**src/deskew_pkg.sv**
```systemverilog
// shared constants and scrambler function for the four-lane stripe and de-skew block
package deskew_pkg;
  localparam int LANES = 4;
  localparam int WORD_W = 64;
  localparam int HDR_W = 2;
  localparam int BLK_LEN = 66;
  localparam logic [1:0] SYNC_HDR = 2'h1;
  localparam int DATA_BYTES = 8;
  localparam int LANE_STEP = 16;
  localparam int BUILT_IN_LEAD = 48;
  localparam int LINK_SKEW_UI = 20;
  localparam int MAX_LEAD = BUILT_IN_LEAD + LINK_SKEW_UI;
  localparam int LOCK_GOOD = 8;
  localparam int BAD_LIMIT = 4;
  localparam int STABLE_N = 4;
  localparam int FIFO_DEPTH = 16;
  localparam int SCR_LEN = 58;
  localparam int SCR_TAP_A = 38;
  localparam int SCR_TAP_B = 57;
  localparam logic [2:0] BURST_LEN = 3'h4;

  // self-synchronous x^58 + x^39 + 1 over one word, earliest bit in the msb
  function automatic logic [SCR_LEN+WORD_W-1:0] scramble(input logic [WORD_W-1:0] d,
                                                         input logic [SCR_LEN-1:0] s,
                                                         input logic descr);
    logic [WORD_W-1:0] o;
    logic [SCR_LEN-1:0] st;
    logic b;
    o = '0;
    st = s;
    b = 1'b0;
    for (int i = WORD_W - 1; i >= 0; i--) begin
      b = d[i] ^ st[SCR_TAP_A] ^ st[SCR_TAP_B];
      o[i] = b;
      st = {st[SCR_LEN-2:0], descr ? d[i] : b};
    end
    return {st, o};
  endfunction
endpackage

```
**src/lane_if.sv**
```systemverilog
// carrier between one lane receiver and the de-skew core
`timescale 1ns/1ns
interface lane_if;
  logic lock;
  logic blk_stb;
  logic [deskew_pkg::WORD_W-1:0] blk;
  modport rx (output lock, output blk_stb, output blk);
  modport core (input lock, input blk_stb, input blk);
endinterface

```
**src/lane_stripe_deskew.sv**
```systemverilog
// four-lane block striper and sync-header de-skew with misalignment alarm
`timescale 1ns/1ns
module lane_stripe_deskew #(
  parameter int FRAME_W = 16,
  parameter logic [FRAME_W-1:0] FRAME_PATTERN = 16'hA5C3,
  parameter int FIFO_DEPTH = deskew_pkg::FIFO_DEPTH
) (
  input wire logic CLOCK_IN,
  input wire logic RST_B_IN,
  input wire logic [63:0] TX_WORD_IN,
  input wire logic TX_VALID_IN,
  output logic TX_READY_OUT,
  output logic [3:0] TRANSMIT_LANE_BUS_OUT,
  input wire logic [3:0] RECEIVE_LANE_BUS_IN,
  output logic [63:0] RX_WORD_OUT,
  output logic RX_VALID_OUT,
  output logic FRAME_FOUND_OUT,
  output logic RECEIVE_MISALIGN_ALARM_N_OUT,
  output logic [3:0] LANE_LOCK_OUT
);
  localparam int W = deskew_pkg::WORD_W;
  localparam int N = deskew_pkg::LANES;
  localparam int BL = deskew_pkg::BLK_LEN;
  localparam int SL = deskew_pkg::SCR_LEN;

  typedef struct packed {
    // source side
    logic [6:0] tx_ph;
    logic [N-1:0][BL-1:0] tx_sh;
    logic [SL-1:0] tx_scr;
    // skew measurement window
    logic win;
    logic [6:0] wcnt;
    logic [N-1:0] got;
    logic [N-1:0][6:0] meas;
    logic [N-1:0][6:0] dly;
    logic [N-1:0][W-1:0] blk;
    logic p3;
    logic [W-1:0] p3blk;
    logic [6:0] p3t;
    logic [2:0] stable;
    logic aligned;
    // rebuilt output stream
    logic [N-1:0][W-1:0] ob;
    logic [2:0] ocnt;
    logic [SL-1:0] rx_ds;
    logic [W-1:0] word;
    logic valid;
    logic frame;
    logic done;
  } core_t;

  core_t r;
  core_t n;
  logic pop;
  logic fifo_valid;
  logic [W-1:0] fifo_data;
  logic [N-1:0] lk;
  logic [N-1:0] stb;
  logic [W-1:0] blk_w [N];
  logic all_lock;
  logic [SL+W-1:0] sd;
  logic [SL+W-1:0] dd;

  // data path buffer ahead of the striper; its ready reaches the port
  stream_fifo #(
    .WIDTH(W),
    .DEPTH(FIFO_DEPTH)
  ) u_fifo (
    .clk_in(CLOCK_IN),
    .rst_b_in(RST_B_IN),
    .in_data_in(TX_WORD_IN),
    .in_valid_in(TX_VALID_IN),
    .in_ready_out(TX_READY_OUT),
    .out_data_out(fifo_data),
    .out_valid_out(fifo_valid),
    .out_ready_in(pop)
  );

  lane_if lif [N] ();
  for (genvar g = 0; g < N; g++) begin : g_lane
    lane_rx u_rx (
      .clk_in(CLOCK_IN),
      .rst_b_in(RST_B_IN),
      .bit_in(RECEIVE_LANE_BUS_IN[g]),
      .lane(lif[g].rx)
    );
    assign lk[g] = lif[g].lock;
    assign stb[g] = lif[g].blk_stb && lif[g].lock;
    assign blk_w[g] = lif[g].blk;
  end

  assign all_lock = &lk;
  assign LANE_LOCK_OUT = lk;
  // active-low alarm straight from a register
  assign RECEIVE_MISALIGN_ALARM_N_OUT = r.aligned;
  assign RX_WORD_OUT = r.word;
  assign RX_VALID_OUT = r.valid;
  assign FRAME_FOUND_OUT = r.frame;
  for (genvar t = 0; t < N; t++) begin : g_tx
    assign TRANSMIT_LANE_BUS_OUT[t] = r.tx_sh[t][BL-1];
  end

  // next-state for striper, de-skew window and output burst
  always_comb begin
    n = r;
    pop = 1'b0;
    sd = '0;
    dd = '0;
    n.valid = 1'b0;
    n.frame = 1'b0;
    n.done = 1'b0;

    n.tx_ph = (r.tx_ph == 7'(BL - 1)) ? 7'h0 : 7'(r.tx_ph + 7'h1);
    for (int k = 0; k < N; k++) begin
      n.tx_sh[k] = {r.tx_sh[k][BL-2:0], 1'b0};
    end
    // lane 3 loads first, lane 0 last
    for (int k = N - 1; k >= 0; k--) begin
      // lanes staggered by 16 bit times
      if (r.tx_ph == 7'(deskew_pkg::LANE_STEP * (N - 1 - k))) begin
        sd = deskew_pkg::scramble(fifo_valid ? fifo_data : '0, r.tx_scr, 1'b0);
        n.tx_scr = sd[SL+W-1:W];
        n.tx_sh[k] = {deskew_pkg::SYNC_HDR, sd[W-1:0]};
        pop = fifo_valid;
      end
    end

    // output burst drains lane 3 buffer first
    if (r.ocnt != 3'h0) begin
      dd = deskew_pkg::scramble(r.ob[N-1], r.rx_ds, 1'b1);
      n.rx_ds = dd[SL+W-1:W];
      n.word = dd[W-1:0];
      n.valid = r.aligned;
      // frame pattern search on rebuilt words
      n.frame = r.aligned && (dd[W-1 -: FRAME_W] == FRAME_PATTERN);
      n.ob = {r.ob[N-2:0], {W{1'b0}}};
      n.ocnt = 3'(r.ocnt - 3'h1);
    end

    if (r.win) n.wcnt = 7'(r.wcnt + 7'h1);

    // all four lane buffers read together
    if (r.win && (r.got == 4'hF)) begin
      n.done = 1'b1;
      // lane 3 word becomes the first of the burst
      n.ob = r.blk;
      n.ocnt = deskew_pkg::BURST_LEN;
      // adopt measured leads as per-lane delays
      n.dly = r.meas;
      if (r.meas == r.dly) begin
        if (r.stable != 3'(deskew_pkg::STABLE_N)) n.stable = 3'(r.stable + 3'h1);
      end else begin
        n.stable = 3'h0;
      end
      n.got = 4'h0;
      n.win = 1'b0;
      if (r.p3) begin
        n.p3 = 1'b0;
        n.win = 1'b1;
        n.got = 4'h8;
        n.blk[N-1] = r.p3blk;
        n.meas[N-1] = 7'h0;
        n.wcnt = 7'(r.wcnt - r.p3t);
      end
    end

    // lane 3 header opens the window
    if (stb[N-1]) begin
      // a header that meets a closing window starts the next one at once
      if (!r.win || (r.got == 4'hF)) begin
        n.win = 1'b1;
        n.wcnt = 7'h0;
        n.got = 4'h8;
        n.blk[N-1] = blk_w[N-1];
        n.meas[N-1] = 7'h0;
      end else begin
        n.p3 = 1'b1;
        n.p3blk = blk_w[N-1];
        n.p3t = r.wcnt;
      end
    end

    for (int k = 0; k < N - 1; k++) begin
      if (r.win && stb[k] && !r.got[k]) begin
        n.got[k] = 1'b1;
        n.blk[k] = blk_w[k];
        n.meas[k] = 7'(r.wcnt + 7'h1);
      end
    end

    // lead beyond 68 bits is a misalignment
    // 20 UI link skew fits inside that window
    if (r.win && (r.wcnt == 7'(deskew_pkg::MAX_LEAD)) && (r.got != 4'hF)) begin
      n.win = 1'b0;
      n.got = 4'h0;
      n.p3 = 1'b0;
      n.stable = 3'h0;
    end

    // any lane losing lock drops alignment
    if (!all_lock) n.stable = 3'h0;
    // alarm held until all lanes lock and skew is stable
    n.aligned = all_lock && (n.stable == 3'(deskew_pkg::STABLE_N));
  end

  // reset clears delays and asserts the alarm
  always_ff @(posedge CLOCK_IN or negedge RST_B_IN) begin
    if (!RST_B_IN) begin
      r <= '0;
    end else begin
      r <= n;
    end
  end
endmodule

```
**src/stream_fifo.sv**
```systemverilog
// parameterised valid/ready fifo in front of the striper
`timescale 1ns/1ns
module stream_fifo #(
  parameter int WIDTH = deskew_pkg::WORD_W,
  parameter int DEPTH = deskew_pkg::FIFO_DEPTH
) (
  input wire logic clk_in,
  input wire logic rst_b_in,
  input wire logic [WIDTH-1:0] in_data_in,
  input wire logic in_valid_in,
  output logic in_ready_out,
  output logic [WIDTH-1:0] out_data_out,
  output logic out_valid_out,
  input wire logic out_ready_in
);
  localparam int AW = $clog2(DEPTH);
  typedef struct packed {
    logic [AW-1:0] rd;
    logic [AW-1:0] wr;
    logic [AW:0] cnt;
    logic rdy;
  } fifo_t;
  fifo_t r;
  fifo_t n;
  logic [WIDTH-1:0] mem [DEPTH];
  logic push;
  logic pop;

  assign push = in_valid_in && r.rdy;
  assign pop = out_ready_in && (r.cnt != '0);
  assign in_ready_out = r.rdy;
  assign out_valid_out = (r.cnt != '0);
  assign out_data_out = mem[r.rd];

  // pointer and count update; ready is a register, so it is low while in reset
  always_comb begin
    n = r;
    if (push) n.wr = AW'(r.wr + 1'b1);
    if (pop) n.rd = AW'(r.rd + 1'b1);
    n.cnt = (AW+1)'(r.cnt + push - pop);
    n.rdy = (n.cnt != (AW+1)'(DEPTH));
  end

  always_ff @(posedge clk_in or negedge rst_b_in) begin
    if (!rst_b_in) begin
      r <= '0;
    end else begin
      r <= n;
    end
  end

  // storage write
  always_ff @(posedge clk_in) begin
    if (push) mem[r.wr] <= in_data_in;
  end
endmodule

```
**src/lane_rx.sv**
```systemverilog
// one lane receiver: pin sync, serial to word, sync header hunt and lock
`timescale 1ns/1ns
module lane_rx #(
  parameter int LOCK_GOOD = deskew_pkg::LOCK_GOOD,
  parameter int BAD_LIMIT = deskew_pkg::BAD_LIMIT
) (
  input wire logic clk_in,
  input wire logic rst_b_in,
  input wire logic bit_in,
  lane_if.rx lane
);
  typedef struct packed {
    logic [1:0] sync;
    logic [deskew_pkg::BLK_LEN-1:0] sh;
    logic [6:0] ph;
    logic [3:0] good;
    logic [3:0] bad;
    logic lock;
    logic stb;
    logic [deskew_pkg::WORD_W-1:0] blk;
  } lane_t;
  lane_t r;
  lane_t n;
  logic [1:0] hdr_seen;

  assign hdr_seen = r.sh[deskew_pkg::BLK_LEN-1 -: deskew_pkg::HDR_W];
  assign lane.lock = r.lock;
  assign lane.blk_stb = r.stb;
  assign lane.blk = r.blk;

  // earliest bit shifts up to the msb; no byte framing is looked for
  always_comb begin
    n = r;
    n.stb = 1'b0;
    n.sync = {r.sync[0], bit_in};
    n.sh = {r.sh[deskew_pkg::BLK_LEN-2:0], r.sync[1]};
    n.ph = 7'(r.ph + 7'h1);
    if (r.ph == 7'(deskew_pkg::BLK_LEN - 1)) begin
      n.ph = 7'h0;
      if (hdr_seen == deskew_pkg::SYNC_HDR) begin
        n.stb = 1'b1;
        n.blk = r.sh[deskew_pkg::WORD_W-1:0];
        n.bad = 4'h0;
        if (r.good != 4'(LOCK_GOOD)) n.good = 4'(r.good + 4'h1);
        if (r.good == 4'(LOCK_GOOD - 1)) n.lock = 1'b1;
      end else begin
        n.good = 4'h0;
        // hunting: hold the phase one bit to slip the boundary
        if (!r.lock) begin
          n.ph = r.ph;
        end else begin
          n.bad = 4'(r.bad + 4'h1);
          if (r.bad == 4'(BAD_LIMIT - 1)) begin
            n.lock = 1'b0;
            n.bad = 4'h0;
          end
        end
      end
    end
  end

  always_ff @(posedge clk_in or negedge rst_b_in) begin
    if (!rst_b_in) begin
      r <= '0;
    end else begin
      r <= n;
    end
  end
endmodule

```
**config.mk**
```make
export PLATFORM = sky130hd
export DESIGN_NAME = lane_stripe_deskew
export DESIGN_NICKNAME = d
export VERILOG_FILES = /design/src/deskew_pkg.sv /design/src/lane_if.sv /design/src/lane_stripe_deskew.sv /design/src/stream_fifo.sv /design/src/lane_rx.sv
export SDC_FILE = /design/constraint.sdc
export NUM_CORES = 2
export LEC_CHECK = 0
export ABC_AREA = 1
export BUFFER_PORTS_ARGS = -buffer_cell sky130_fd_sc_hd__buf_2
export CORE_ASPECT_RATIO = 0.8
export CORE_MARGIN = 5
export CORE_UTILIZATION = 30
export CTS_BUF_LIST = sky130_fd_sc_hd__clkbuf_8
export DETAILED_ROUTE_END_ITERATION = 10
export GPL_ROUTABILITY_DRIVEN = 1
export GPL_TIMING_DRIVEN = 0
export PLACE_DENSITY = 0.42
export SLEW_MARGIN = 20
export SYNTH_ARGS = -nofsm -noshare
export SYNTH_HDL_FRONTEND = slang
export SYNTH_SLANG_ARGS = --single-unit
```
**constraint.sdc**
```tcl
create_clock -name CLOCK_IN -period 3.8 [get_ports CLOCK_IN]
set_input_delay 0.57 -clock CLOCK_IN [delete_from_list [all_inputs] [get_ports CLOCK_IN]]
set_output_delay 0.57 -clock CLOCK_IN [all_outputs]
set_load 0.05 [all_outputs]
```
==> impl_metrics.py <==
metrics = {
    "timing": {
        "holdWs_ns": 0.1577,
        "setup_viol": 3,
        "fin_skew_ns": 0.1454,
        "rsz0062_at_grt": "false",
        "relSlewSlack_pct": 24.10,
        "slew_viol_final": 0,
        "clock.fmax_mhz": 262.2,
        "period_minus_slack_ns": 3.814,
        "setup_tns_ns": -0.03172,
        "worst_slew_pin_slew_ns": 1.138,
        "fin_crit_sh_pct": 100.4,
        "setup_ws_ns": -0.01445,
        "hold_violations": 0,
    },
    "worst_setup_path": {
        "criticalPathCategory": "flop to flop",
        "path_cells": "buf_2, inv_1, buf_4, buf_2, nand2_1, nand3_1, nand3_1, nand2_1, nand2_1, nand2_1, nand2_1, inv_2, nand3_1, nand2_2, nand2_1, nand2_1",
        "startpoint_type": "flop",
        "crit_path_start": "u_fifo.r[11]",
        "crit_path_frequent_cell": "nand2_1",
        "r2r-start": "u_fifo.r[11]",
        "critPathSlowestCell": "buf_2",
        "path_max_fanout": 10,
        "critPathArrivalTime_ns": 4.78,
        "cp_data_required_time_ns": 4.76,
        "endpoint_kind": "flop",
        "slowest_delay_ns": 0.41,
    },
    "global_routing": {
        "grt_pass1_vias": 75740,
        "grt_pass1_wl_mm": 544.0,
        "grt_overflow": 0,
        "track_usage_pct": 19.67,
        "grt_max_degree": 133,
        "antenna_found_initial": 19,
    },
    "synthesis": {
        "synth.mux.area_fraction_pct": 0.6931,
        "synthArstFlopShare_pct": 62.71,
        "yosys.area_share.simple_pct": 14.66,
        "ys_types": 41,
        "syn_nets": 10130,
        "ys_seq_area_share_pct": 68.17,
        "synth_ff_type": "dfrtp_1",
        "synth_top_area_share_pct": 39.78,
        "synth_area_leader_cell": "dfrtp_1",
        "ys_warn_count": 0,
        "yosys.area_share.xor_xnor_pct": 1.677,
        "synthAdderAreaFrac_pct": 0.5683,
        "syn_area_um2": 108300,
        "synth_seq_cells": 2746,
        "syn_inst": 10010,
        "synth_top_family_by_area": "simple AND/OR/NAND/NOR gates",
        "synthTopCellsByArea": "dfrtp_1, edfxtp_1, nand2_1",
        "avgSynthCellArea_um2": 10.82,
        "synth_compound_area_share_pct": 9.224,
        "synth-edff-count": 1024,
    },
    "hold_path": {
        "hold_path_class": "primary input to flop",
        "hold_start": "RECEIVE_LANE_BUS_IN[1]",
    },
    "routing": {
        "totalWireLength_mm": 374.7,
        "drt_pass1_iterations": 6,
        "wl_per_cell_um": 23.54,
        "route.detailed.drc": 0,
        "drtIter0Drc": 7312,
        "dr_total_vias": 77160,
        "ant_nets": 0,
        "viasPerCell": 4.848,
    },
    "finish": {
        "fin_nets": 10890,
        "fin_area_um2": 127000,
        "postLayoutCoreUtil_pct": 35.29,
        "area_growth_pct": 17.25,
        "layout_commonest_cell": "nand2_1",
        "post_route_cells_drive_above_1_share_pct": 10.95,
        "mostFrequentLayoutCells": "nand2_1, dfrtp_1, o21ai_0",
    },
    "pwr": {
        "clockPowerShare_pct": 32.0,
        "power_switching_share_pct": 36.62,
        "combPwrFrac_pct": 25.6,
        "p_total_mw": 80.72,
        "p_sw_mw": 29.56,
        "leakagePower_nw": 54.29,
        "irDropWorstVdd_v": 0.0004067,
        "internal_power_mw": 51.16,
        "powerDensity_nw_per_um2": 635.6,
        "seq_power_share_pct": 42.4,
    },
    "cts": {
        "clockBufferDepth": 4,
        "cts_made_buffers": 454,
        "root_buffer": "clkbuf_8",
        "cts_sinks": 2746,
        "cts_max_level": 5,
        "clock_latency_ns": 1.12,
        "path_clk_slew_ns": 0.06,
        "cts_tree": "built",
    },
    "floorplanning": {
        "die_y_um": 547.4,
        "core_um2": 359900,
        "die_x_um": 681.8,
        "initial_core_util_pct": 30.10,
        "rows": 197,
        "dieArea_um2": 373200,
        "pin_count": 147,
    },
    "place": {
        "placed_area_um2": 117200,
        "gp_congestion": 0.8960,
        "dp_hpwl_mm": 270.1,
        "numPortBuffers": 146,
    },
    "status": {
        "violations": "setup timing",
        "outcome": "finished with violations",
    },
    "job": {
        "cap_violations": 0,
    },
}
==> path summary, 6_finish.rpt <==
kind / endpoint / slack [ns] / cells past startpoint
max: r[911] / -0.01 / 16
min: g_lane[1].u_rx.n[148] / 0.16 / 2
max reg2reg: r[911] / -0.01 / 16
min in group asynchronous: g_lane[1].u_rx.r[77] / 0.56 / 3
max in group asynchronous: r[817] / 0.70 / 7
min reg2reg: g_lane[1].u_rx.n[116] / 0.28 / 0
==> state kept, by name, indices dropped and copies added, names as in the netlist <==
| signal | cells |
|---|---|
| TRANSMIT_LANE_BUS_OUT | 4 |
| RX_WORD_OUT | 64 |
| RECEIVE_MISALIGN_ALARM_N_OUT | 1 |
| g_lane.u_rx.lane.lock | 4 |
| g_lane.u_rx.hdr_seen | 8 |
| FRAME_FOUND_OUT | 1 |
| g_lane.u_rx.n | 264 |
| u_fifo.r | 13 |
| r | 1041 |
| u_fifo.in_ready_out | 1 |
| g_lane.u_rx.r | 60 |
| RX_VALID_OUT | 1 |
| g_lane.u_rx.lane.blk_stb | 4 |
| g_lane.u_rx.lane.blk | 256 |
| u_fifo.mem | 1024 |
==> routing by layer <==
metal  up-vias  routed length [um]  part of all wire (%)  global-route usage (%)
li1      35260                   -                     -                       -
met1     38930              189400                    51                   31.57
met2      2500              151900                    41                   27.55
met3       477               25620                   6.8                   3.057
met4         0                7769                   2.1                   4.257
met5         -                   0                     0                       0
==> area by class of cell <==
type / instances / area, um2
antenna: 12 / 30.03
buffer: 653 / 3042
clock buffer: 539 / 7418
clock inverter: 272 / 1490
fill: 36080 / 232900
inverter: 652 / 2454
multi-input combinational: 5961 / 29200
sequential: 2746 / 73840
tap: 4776 / 5976
timing repair buffer: 305 / 3546
==> stage by stage <==
step / instances / setup slack, ns
after global routing: 15910 / 0.004687
final: 15920 / -0.01445
after floorplan: 10010 / -0.4077
after detailed placement: 15020 / -0.1338
after global placement: 14930 / -37.06
after CTS: 15900 / 0.006608
==> synth_stat cells (2+ instances only) <==
cell	number
nand3b_1	33
a32o_1	7
o21ai_1	130
inv_2	31
and3_1	4
buf_1	64
nor3_1	17
or2_2	13
ha_1	46
edfxtp_1	1024
a31oi_1	5
nand2_1	2179
dfrtp_1	1722
mux2i_1	3
xor2_2	4
nor4_1	11
o211ai_1	367
clkbuf_1	387
buf_4	92
inv_1	620
o221ai_1	36
buf_6	6
a21oi_1	109
fa_1	2
o21a_1	3
o31ai_1	3
xnor2_1	78
o41ai_1	3
o21ai_0	1062
mux2_2	64
nor2_1	769
xor2_1	122
buf_2	104
nand3_1	829
nand4_1	23
o22ai_1	35
==> critical path: cells and delay by family, from the launching register on <==
family | cells | cell delay, ns
buf+inv | 5 | 1.52
flops | 1 | 0.37
simple gates | 11 | 1.72
==> cell families after synthesis <==
logic type | Yosys count
buffers and inverters | 1305
muxes | 67
xor gates and xnor gates | 204
AOI/OAI and AO/OA | 1762
and+or+nand+nor | 3880
DFF | 2746
adders and majority gates | 48
==> power groups by stage <==
stage / clock network [mW] / logic, mW / registers (mW)
floorplan: 0 / 10.2 / 34.4
global placement: 0 / 19.6 / 35.0
detailed placement: 0 / 20.4 / 34.7
CTS: 26.6 / 20.6 / 34.1
global route: 27.9 / 22.2 / 34.3
finish: 25.8 / 20.7 / 34.2
==> timing repair <==
| item | CTS | global route |
|---|---|---|
| setup endpoints to repair | 96 | 111 |
| gates resized for setup | 15 | 39 |
| hold buffers | 74 | 0 |
| buffers inserted | 1 | 0 |
| endpoints found under the hold margin | 1429 | 0 |
Note: power is estimated with default switching activity, not from simulation.
